<file path="config.mk">
export PLATFORM = sky130hd
export DESIGN_NAME = eeprom_serial_port
export DESIGN_NICKNAME = d
export VERILOG_FILES = /design/src/inc/eeprom_pkg.sv /design/src/inc/fifo_if.sv /design/src/rtl/data_fifo.sv /design/src/rtl/eeprom_serial_port.sv
export VERILOG_INCLUDE_DIRS = /design/src /design/src/inc
export SDC_FILE = /design/constraint.sdc
export NUM_CORES = 2
export LEC_CHECK = 0
export ABC_AREA = 1
export BUFFER_PORTS_ARGS = -buffer_cell sky130_fd_sc_hd__buf_2
export CAP_MARGIN = 20
export CORE_MARGIN = 2
export CORE_UTILIZATION = 50
export CTS_CLUSTER_DIAMETER = 150
export CTS_CLUSTER_SIZE = 16
export DETAILED_ROUTE_END_ITERATION = 10
export PLACE_DENSITY = 0.68
export RECOVER_POWER = 25
export SLEW_MARGIN = 5
export SYNTH_ARGS = -nofsm -noshare
export SYNTH_HDL_FRONTEND = slang
export SYNTH_HIERARCHICAL = 1
export SYNTH_SLANG_ARGS = --single-unit
</file>
<file path="constraint.sdc">
create_clock -name clk_i -period 2.9 [get_ports clk_i]
set_input_delay 0 -clock clk_i [delete_from_list [all_inputs] [get_ports clk_i]]
set_output_delay 0 -clock clk_i [all_outputs]
set_load 0.02 [all_outputs]
</file>
<file path="src/inc/eeprom_regs.svh">
// constants of the three-wire serial eeprom port
// assumes a 20 MHz system clock; included by the port module
`ifndef EEPROM_REGS_SVH
`define EEPROM_REGS_SVH
`define EE_WORD_W 16
`define EE_WORDS_PER_KBIT 64
`define EE_KBITS_DEF 1
`define EE_ADDR_W_1K 6
`define EE_ADDR_W_BIG 8
`define EE_OP_W 2
`define EE_OP_READ 2'h2
`define EE_OP_WRITE 2'h1
`define EE_OP_ERASE 2'h3
`define EE_OP_SPECIAL 2'h0
`define EE_SP_ENABLE 2'h3
`define EE_SP_ERASE_ALL 2'h2
`define EE_SP_WRITE_ALL 2'h1
`define EE_SP_DISABLE 2'h0
`define EE_ERASED_WORD 16'hFFFF
`define EE_CLK_HZ 20000000
`define EE_MS_DIV 1000
`define EE_PROG_TIME_MS 10
`define EE_FIFO_DEPTH 16
`endif

</file>
<file path="src/inc/eeprom_pkg.sv">
// types shared by the serial eeprom port
// assumes eeprom_regs.svh on the include path
package eeprom_pkg;
  // gray codes along start, opcode, address, data, hold
  typedef enum logic [2:0] {
    ST_IDLE = 3'h0,
    ST_OPC = 3'h1,
    ST_ADDR = 3'h3,
    ST_DATA = 3'h2,
    ST_HOLD = 3'h6,
    ST_READ = 3'h4
  } state_type;
  // bit 1: whole array, bit 0: erase pattern
  typedef enum logic [1:0] {
    PG_WORD = 2'h0,
    PG_ERASE = 2'h1,
    PG_WRITE_ALL = 2'h2,
    PG_ERASE_ALL = 2'h3
  } prog_type;
endpackage

</file>
<file path="src/inc/fifo_if.sv">
// stream carrier between the port logic and its read-ahead fifo
// assumes both ends share one clock
`timescale 1ns/1ns
interface fifo_if #(parameter int W = 16) ();
  logic in_valid;
  logic in_ready;
  logic [W-1:0] in_data;
  logic out_valid;
  logic out_ready;
  logic [W-1:0] out_data;
  logic flush;
  modport fifo_side(input in_valid, in_data, out_ready, flush,
                    output in_ready, out_valid, out_data);
  modport user_side(output in_valid, in_data, out_ready, flush,
                    input in_ready, out_valid, out_data);
endinterface

</file>
<file path="src/rtl/data_fifo.sv">
// word fifo with a registered output stage and synchronous flush
// assumes DEPTH is a power of two and one clock for both sides
`timescale 1ns/1ns
module data_fifo #(
  parameter int W = 16,
  parameter int DEPTH = 16
) (
  input wire logic clk_i, // system clock
  input wire logic rst_i, // synchronous reset, active high
  fifo_if.fifo_side bus // stream in and out
);
  localparam int PW = $clog2(DEPTH);
  localparam int CW = $clog2(DEPTH + 1);
  logic [W-1:0] mem_q [DEPTH];
  logic [PW-1:0] wptr_q;
  logic [PW-1:0] rptr_q;
  logic [CW-1:0] count_q;
  logic [W-1:0] out_q;
  logic ov_q;
  wire push = bus.in_valid && bus.in_ready;
  wire load = (count_q != '0) && (!ov_q || bus.out_ready);
  assign bus.in_ready = count_q != CW'(DEPTH);
  assign bus.out_valid = ov_q;
  assign bus.out_data = out_q;

  always_ff @(posedge clk_i) begin
    if (push) begin
      mem_q[wptr_q] <= bus.in_data;
    end
  end

  always_ff @(posedge clk_i) begin
    if (rst_i || bus.flush) begin
      wptr_q <= '0;
      rptr_q <= '0;
      count_q <= '0;
      ov_q <= 1'b0;
      out_q <= '0;
    end else begin
      wptr_q <= wptr_q + PW'(push);
      rptr_q <= rptr_q + PW'(load);
      count_q <= count_q + CW'(push) - CW'(load);
      if (load) begin
        out_q <= mem_q[rptr_q];
        ov_q <= 1'b1;
      end else if (bus.out_ready) begin
        ov_q <= 1'b0;
      end
    end
  end
endmodule

</file>
<file path="src/rtl/eeprom_serial_port.sv">
// three-wire serial eeprom port: command decode, array, read stream, programming timer
// assumes cs, sk and di come from pins outside clk_i's domain
// Overview of operation
// RULE1: array holds one, two or four kilobits, chosen by parameter KBITS.
// RULE2: every address holds one sixteen-bit word, moved whole.
// RULE3: commands arrive on di clocked by sk, framed by cs; answers leave on do.
// RULE4: reads keep streaming following words while cs stays high.
// RULE5: word or whole-array writes overwrite directly, no separate erase needed.
// RULE6: programming is self-timed and ends within ten milliseconds.
// RULE7: after programming command, status shows on do until next start bit.
// RULE8: do is driven only while cs is high, otherwise released.
// RULE9: first one on di after cs rises is the start bit.
// RULE10: two-bit opcode; opcode zero uses top address bits as sub-command.
// RULE11: writes ignored until enable command; disable restores that; reads always work.
// RULE12: programming starts when cs falls after the command; busy refuses commands.
// RULE13: busy shows as do low, ready as do high.
`include "eeprom_regs.svh"
`timescale 1ns/1ns
module eeprom_serial_port import eeprom_pkg::*; #(
  parameter int KBITS = `EE_KBITS_DEF,
  parameter int PROG_CYC = `EE_PROG_TIME_MS * (`EE_CLK_HZ / `EE_MS_DIV),
  parameter int FIFO_DEPTH = `EE_FIFO_DEPTH
) (
  input wire logic clk_i, // system clock, 20 MHz
  input wire logic rst_i, // synchronous reset, active high
  input wire logic cs_i, // chip select pin
  input wire logic sk_i, // serial clock pin
  input wire logic di_i, // serial data in pin
  output logic do_o, // serial data out pin value
  output logic do_oe_o, // serial data out drive enable
  output logic busy_o // programming cycle running
);
  localparam int ADDR_W = (KBITS == 1) ? `EE_ADDR_W_1K : `EE_ADDR_W_BIG;
  localparam int WORDS = KBITS * `EE_WORDS_PER_KBIT; // [RULE1]
  localparam int AI_W = $clog2(WORDS);
  localparam int PCW = $clog2(PROG_CYC + 1);
  localparam int WW = `EE_WORD_W;

  function automatic logic [AI_W-1:0] next_word(input logic [AI_W-1:0] a);
    next_word = (a == AI_W'(WORDS - 1)) ? '0 : a + AI_W'(1);
  endfunction

  // ----------------------------------------------------------------
  // pin synchronisers and edge detection
  // ----------------------------------------------------------------
  logic [1:0] cs_s_q;
  logic [1:0] sk_s_q;
  logic [1:0] di_s_q;
  logic sk_prev_q;
  logic cs_prev_q;
  always_ff @(posedge clk_i) begin
    if (rst_i) begin
      cs_s_q <= 2'h0;
      sk_s_q <= 2'h0;
      di_s_q <= 2'h0;
      sk_prev_q <= 1'b0;
      cs_prev_q <= 1'b0;
    end else begin
      cs_s_q <= {cs_s_q[0], cs_i};
      sk_s_q <= {sk_s_q[0], sk_i};
      di_s_q <= {di_s_q[0], di_i};
      sk_prev_q <= sk_s_q[1];
      cs_prev_q <= cs_s_q[1];
    end
  end
  wire cs_on = cs_s_q[1];
  wire di_s = di_s_q[1];
  wire sk_rise = cs_on && sk_s_q[1] && !sk_prev_q; // [RULE3]
  wire cs_fall = cs_prev_q && !cs_on;

  // ----------------------------------------------------------------
  // command decode
  // ----------------------------------------------------------------
  state_type st_q;
  logic [4:0] cnt_q;
  logic [`EE_OP_W-1:0] op_q;
  logic [ADDR_W-1:0] addr_q;
  logic [WW-1:0] sh_q;
  logic en_q;
  logic arm_q;
  prog_type pk_q;
  logic [3:0] rbit_q;
  logic [WW-1:0] ser_q;
  logic rdo_q;
  logic busy_q;
  logic status_q;
  fifo_if #(.W(WW)) rd_fifo ();

  wire start_bit = sk_rise && (st_q == ST_IDLE) && di_s && !busy_q; // [RULE9] [RULE12]
  wire opc_last = cnt_q == 5'h1;
  wire addr_last = cnt_q == 5'(ADDR_W - 1);
  wire data_last = cnt_q == 5'(WW - 1);
  wire [ADDR_W-1:0] addr_full = {addr_q[ADDR_W-2:0], di_s};
  wire [1:0] sp_code = addr_full[ADDR_W-1 -: 2];
  wire addr_done = sk_rise && (st_q == ST_ADDR) && addr_last;
  wire is_read = op_q == `EE_OP_READ;
  wire is_write = (op_q == `EE_OP_WRITE) || (op_q == `EE_OP_SPECIAL && sp_code == `EE_SP_WRITE_ALL);
  wire is_erase = (op_q == `EE_OP_ERASE) || (op_q == `EE_OP_SPECIAL && sp_code == `EE_SP_ERASE_ALL);
  wire is_enable = op_q == `EE_OP_SPECIAL && sp_code == `EE_SP_ENABLE;
  wire is_disable = op_q == `EE_OP_SPECIAL && sp_code == `EE_SP_DISABLE;
  wire whole = op_q == `EE_OP_SPECIAL;
  wire pop = sk_rise && (st_q == ST_READ) && (rbit_q == 4'h0) && rd_fifo.out_valid;

  always_ff @(posedge clk_i) begin
    if (rst_i) begin
      st_q <= ST_IDLE;
      cnt_q <= 5'h0;
      op_q <= 2'h0;
      addr_q <= '0;
      sh_q <= '0;
      en_q <= 1'b0; // [RULE11]
      arm_q <= 1'b0;
      pk_q <= PG_WORD;
      rbit_q <= 4'h0;
      ser_q <= '0;
      rdo_q <= 1'b0;
    end else if (!cs_on) begin
      st_q <= ST_IDLE;
      arm_q <= 1'b0;
    end else if (sk_rise) begin
      cnt_q <= cnt_q + 5'h1;
      unique case (st_q)
        ST_IDLE: begin
          cnt_q <= 5'h0;
          if (start_bit) begin
            st_q <= ST_OPC;
          end
        end
        ST_OPC: begin
          op_q <= {op_q[0], di_s}; // [RULE10]
          if (opc_last) begin
            st_q <= ST_ADDR;
            cnt_q <= 5'h0;
          end
        end
        ST_ADDR: begin
          addr_q <= addr_full;
          if (addr_last) begin
            cnt_q <= 5'h0;
            pk_q <= prog_type'({whole, is_erase});
            rdo_q <= 1'b0;
            rbit_q <= 4'h0;
            st_q <= is_read ? ST_READ : (is_write ? ST_DATA : ST_HOLD);
            arm_q <= is_erase && en_q; // [RULE11] [RULE5]
            if (is_enable) begin
              en_q <= 1'b1; // [RULE11]
            end else if (is_disable) begin
              en_q <= 1'b0; // [RULE11]
            end
          end
        end
        ST_DATA: begin
          sh_q <= {sh_q[WW-2:0], di_s}; // [RULE2]
          if (data_last) begin
            st_q <= ST_HOLD;
            arm_q <= en_q; // [RULE11]
          end
        end
        ST_HOLD: begin
          arm_q <= 1'b0; // extra clocks cancel programming
        end
        ST_READ: begin
          if (rbit_q == 4'h0) begin
            if (rd_fifo.out_valid) begin
              rdo_q <= rd_fifo.out_data[WW-1];
              ser_q <= {rd_fifo.out_data[WW-2:0], 1'b0};
              rbit_q <= 4'(WW - 1);
            end
          end else begin
            rdo_q <= ser_q[WW-1];
            ser_q <= {ser_q[WW-2:0], 1'b0};
            rbit_q <= rbit_q - 4'h1;
          end
        end
      endcase
    end
  end

  // ----------------------------------------------------------------
  // array and read-ahead
  // ----------------------------------------------------------------
  logic [WW-1:0] mem_q [WORDS];
  logic [WW-1:0] rd_q;
  logic rdv_q;
  logic [AI_W-1:0] pf_addr_q;
  logic sw_act_q;
  logic [AI_W-1:0] sw_addr_q;
  logic [AI_W-1:0] sw_last_q;
  logic [WW-1:0] pg_data_q;
  wire issue = (st_q == ST_READ) && !rdv_q && rd_fifo.in_ready;
  assign rd_fifo.in_valid = rdv_q;
  assign rd_fifo.in_data = rd_q;
  assign rd_fifo.out_ready = pop;
  assign rd_fifo.flush = st_q != ST_READ;

  always_ff @(posedge clk_i) begin
    rd_q <= mem_q[pf_addr_q];
    if (sw_act_q) begin
      mem_q[sw_addr_q] <= pg_data_q; // [RULE5]
    end
  end

  always_ff @(posedge clk_i) begin
    if (rst_i || st_q != ST_READ) begin
      rdv_q <= 1'b0;
      pf_addr_q <= addr_full[AI_W-1:0];
    end else begin
      rdv_q <= issue;
      if (issue) begin
        pf_addr_q <= next_word(pf_addr_q); // [RULE4]
      end
    end
  end

  data_fifo #(.W(WW), .DEPTH(FIFO_DEPTH)) u_fifo (
    .clk_i(clk_i),
    .rst_i(rst_i),
    .bus(rd_fifo)
  );

  // ----------------------------------------------------------------
  // self-timed programming and status
  // ----------------------------------------------------------------
  logic [PCW-1:0] pcnt_q;
  wire start_pg = cs_fall && arm_q && !busy_q; // [RULE12]
  always_ff @(posedge clk_i) begin
    if (rst_i) begin
      busy_q <= 1'b0;
      pcnt_q <= '0;
      sw_act_q <= 1'b0;
      sw_addr_q <= '0;
      sw_last_q <= '0;
      pg_data_q <= '0;
      status_q <= 1'b0;
    end else begin
      if (start_pg) begin
        busy_q <= 1'b1;
        pcnt_q <= PCW'(PROG_CYC - 1); // [RULE6]
        sw_act_q <= 1'b1;
        sw_addr_q <= pk_q[1] ? '0 : addr_q[AI_W-1:0];
        sw_last_q <= pk_q[1] ? AI_W'(WORDS - 1) : addr_q[AI_W-1:0];
        pg_data_q <= pk_q[0] ? `EE_ERASED_WORD : sh_q; // [RULE5]
      end else begin
        if (busy_q) begin
          busy_q <= pcnt_q != '0;
          pcnt_q <= pcnt_q - PCW'(busy_q);
        end
        if (sw_act_q) begin
          sw_act_q <= sw_addr_q != sw_last_q;
          sw_addr_q <= next_word(sw_addr_q);
        end
      end
      if (start_pg) begin
        status_q <= 1'b1; // [RULE7]
      end else if (start_bit) begin
        status_q <= 1'b0; // [RULE7]
      end
    end
  end

  // do is a flop; released one clock after cs is seen low
  always_ff @(posedge clk_i) begin
    if (rst_i) begin
      do_o <= 1'b0;
      do_oe_o <= 1'b0;
    end else begin
      do_o <= (st_q == ST_READ) ? rdo_q : !busy_q; // [RULE13]
      do_oe_o <= cs_on && (st_q == ST_READ || (st_q == ST_IDLE && status_q)); // [RULE8]
    end
  end
  assign busy_o = busy_q;

  // ----------------------------------------------------------------
  // checks
  // ----------------------------------------------------------------
  int hcnt_q;
  always_ff @(posedge clk_i) begin
    hcnt_q <= (rst_i || !busy_q) ? 0 : hcnt_q + 1;
  end
endmodule

</file>
==> results.md <==
* Status: finished, violations left
* Violated checks: capacitance limit, slew limit
* Top cells by area, synth: edfxtp_1, nand2_1, nand3_1
* Synth warn at 6
* WL/cell at 21.1 um
* Sequential Power Share at 0.614
* Final Hold Viols at 0
* Distinct cells, synth at 44
* Crit path capture: u_fifo/count_q[4]
* Crit path top cell by count: inv_1
* Crit-path leading delay family: simple AND/OR/NAND/NOR gates
* Initial core utilization at 0.505
* Commonest non-fill, non-tap cells in the layout: nand2_1, edfxtp_1, nand3_1
* Global-route wire length before repair at 227 mm
* Layout cell share with drive strength beyond 1 at 0.0708
* Pwr Total at 36.4 mW
* Vias/cell at 5.65
* Crit Path Max Fanout at 5
* DRC viols at 0
* Net Sw Frac at 0.200
* # diodes at 0
* Critical path, cell by cell: nor2_4 > nand2_4 > nor2_4 > inv_1 > nor3_2 > inv_1 > nand2_1 > nand2_1 > inv_1 > ha_1 > inv_1 > ha_1 > fa_1 > a21oi_1 > o21bai_1 > or2_2 > a21oi_1
* CTS tree: yes
* Area Growth Syn to Fin at 8.94%
* Core area at 118000 um^2
* CTS Buffer Depth at 3
* R2r worst-path depth at 17
* Worst hold margin at 417 ps
* CTS Buf Count at 100
* Worst Setup End Kind: flip-flop
* Mapped Nets at 5465
* Die Width at 349 um
* Dominant synthesized flop cell: edfxtp_1
* # clock sinks at 1448
* Setup TNS at 0 ps
* Final period utilization at 0.903
* Syn avg cell area at 11.0 um^2
* WP buf/inv at 4
* Initial antenna violation count at 0
* Slowest-stage cell, CP: fa_1
* Pint at 29.1 mW
* Io pins at 8
* Residual overflow from global routing at 0
* Synth async-reset ratio at 0
* Hold Path Class: reg -> reg
* GRT Util Overall at 0.244
* Slew @ Worst Pin at 1640 ps
* Peak supply drop at 0.574 mV
* Clock-pin slew reported for the worst setup and hold paths after clock tree synthesis at 70 ps
* Number of buffers added on ports at 7
* Clock power frac at 0.369
* Synth Instances at 5441
* Setup violations, final at 0
* Critical Path Start: st_q[0]
* Levels on crit path at 17
* Max-slew violation count at 133
* DRT Wirelength at 149 mm
* Post-synth top area cell: edfxtp_1
* Mapped Area at 59600 um^2
* Max_slew headroom at -0.0935
* NetSw at 7.27 mW
* Post CTS Setup Buffer Count at 0
* #FFs+latches synth at 1448
* Commonest non-fill, non-tap cell in the layout: nand2_1
* CP Data Arrival Time at 3260 ps
* Critical Path RT at 3540 ps
* Reg2reg end: u_fifo/count_q[4]
* H-tree depth at 3
* Setup Skew at 31.9 ps
* Fin crit period at 2620 ps
* Total vias in the final route at 39943
* Die area at 122000 um^2
* Die Y at 349 um
* Post-layout nets at 5502
* Clock latency on the worst-skew pair at 720 ps
* Drt first pass iters at 7
* Max-cap viol count at 3
* P_leak at 24.5 nW
* Post-synth EDFFs at 1286
* Startpoint Class: flip-flop
* HPWL Detailed at 86.4 mm
* Largest stage delay, worst path at 420 ps
* RSZ-0062 raised after global routing: no
* Combinational share of power at 0.017
* Pin count of the biggest net entering global routing at 130
* Core Util, Final at 0.550
* Fmax at 382 MHz
* Routed Antenna Nets at 0
* PD cells at 561 nW/um^2
* Part of the Yosys area used for sequential elements at 0.702
* Row cnt at 126
* Vias in the first global route at 38015
* Top cell type's share of synthesized area at 0.648
* Routability congestion estimate at 0.886
* Reg2Reg Setup Slack at 280 ps
* DRT iter0 DRCs at 4268
* Reg-to-Reg Start: st_q[0]
* CTS Root Cell: clkbuf_16
* Crit path kind: reg -> reg
## worst min path at each step
stage                     startpoint   endpoint  slack, ps  depth (start not counted)
after detailed placement        sk_i  sk_s_q[0]        210                          3
after global placement          di_i  di_s_q[0]        200                          3
after floorplan                 cs_i  cs_s_q[0]        110                          2
after CTS                      rst_i  cs_s_q[1]        200                          3
final                      cs_s_q[0]  cs_s_q[1]        420                          2
after global routing       cs_s_q[0]  cs_s_q[1]        450                          2
## cell families (layout without fill, tap and decap cells)
logic type	after synthesis	count (layout)	synth area share
and+or+nand+nor	3171	3171	0.226
DFF	1448	1448	0.702
buffers and inverters	606	701	0.0482
AOI/OAI and AO/OA	181	181	0.0170
adders and majority gates	19	19	0.00412
xor gates and xnor gates	16	16	0.00235
## Yosys cell counts (all sizes together) (7+ instances only)
library cell	count
buf	252
dfxtp	162
nor3	29
nand2	1796
clkbuf	59
nand4	18
a21oi	45
nand3	1071
a31oi	20
edfxtp	1286
inv	292
nor2	237
or2	17
o21ai	85
xor2	11
o211ai	7
ha	18
## timing repair
item                                    in CTS  in global routing
endpoints found under the setup margin       0                  1
hold buffers                                10                  0
hold endpoints to repair                    31                  0
gates resized for setup                      0                  1
## final cells by class
class | count | area (um^2)
fillers | 9778 | 53200
flip-flops and latches | 1448 | 41900
multi-input cells | 3387 | 14900
clock buffers | 156 | 2800
repair buffers | 246 | 2280
well taps | 1536 | 1920
inverters | 295 | 1130
clock inverters | 4 | 53.8
## layer usage
metal	track usage	part of all wire	vias up	wire length (um)
met1	0.332	0.41	19452	61000
met3	0.0339	0.079	238	11700
li1	-	-	18610	-
met2	0.403	0.48	1643	71900
met5	0	0	-	0
met4	0.0845	0.032	0	4730
## worst min-delay path: stages (launching register included)
cell and delay, ps:
dfxtp_1 300, inv_1 50, nor2_1 30
## flip-flops by register name (all words and copies together) (netlist names), 6 cells and up
| signal | count |
|---|---|
| mem_q | 1024 |
| sh_q | 16 |
| pg_data_q | 16 |
| rd_fifo.in_data | 16 |
| u_fifo/mem_q | 256 |
| pf_addr_q | 6 |
| pcnt_q | 18 |
| sw_last_q | 6 |
| ser_q | 15 |
| addr_q | 6 |
| sw_addr_q | 6 |
| u_fifo/bus.out_data | 16 |
## power groups by stage
stage	sequential (mW)	combinational, mW	clock (mW)
floorplan	22.8	0.428	0
global placement	22.8	0.587	0
detailed placement	22.8	0.596	0
CTS	22.4	0.609	13.6
global route	22.4	0.681	14.3
finish	22.4	0.615	13.4
## metrics by stage
step | cells | area (um^2) | worst slack [ps]
after floorplan | 5441 | 59600 | 55.1
after global placement | 6902 | 62000 | 141
after detailed placement | 6902 | 62000 | 227
after CTS | 7072 | 65000 | 210
after global routing | 7072 | 64900 | 75.1
final | 7072 | 64900 | 280
Power figures use the tool's default switching activity.
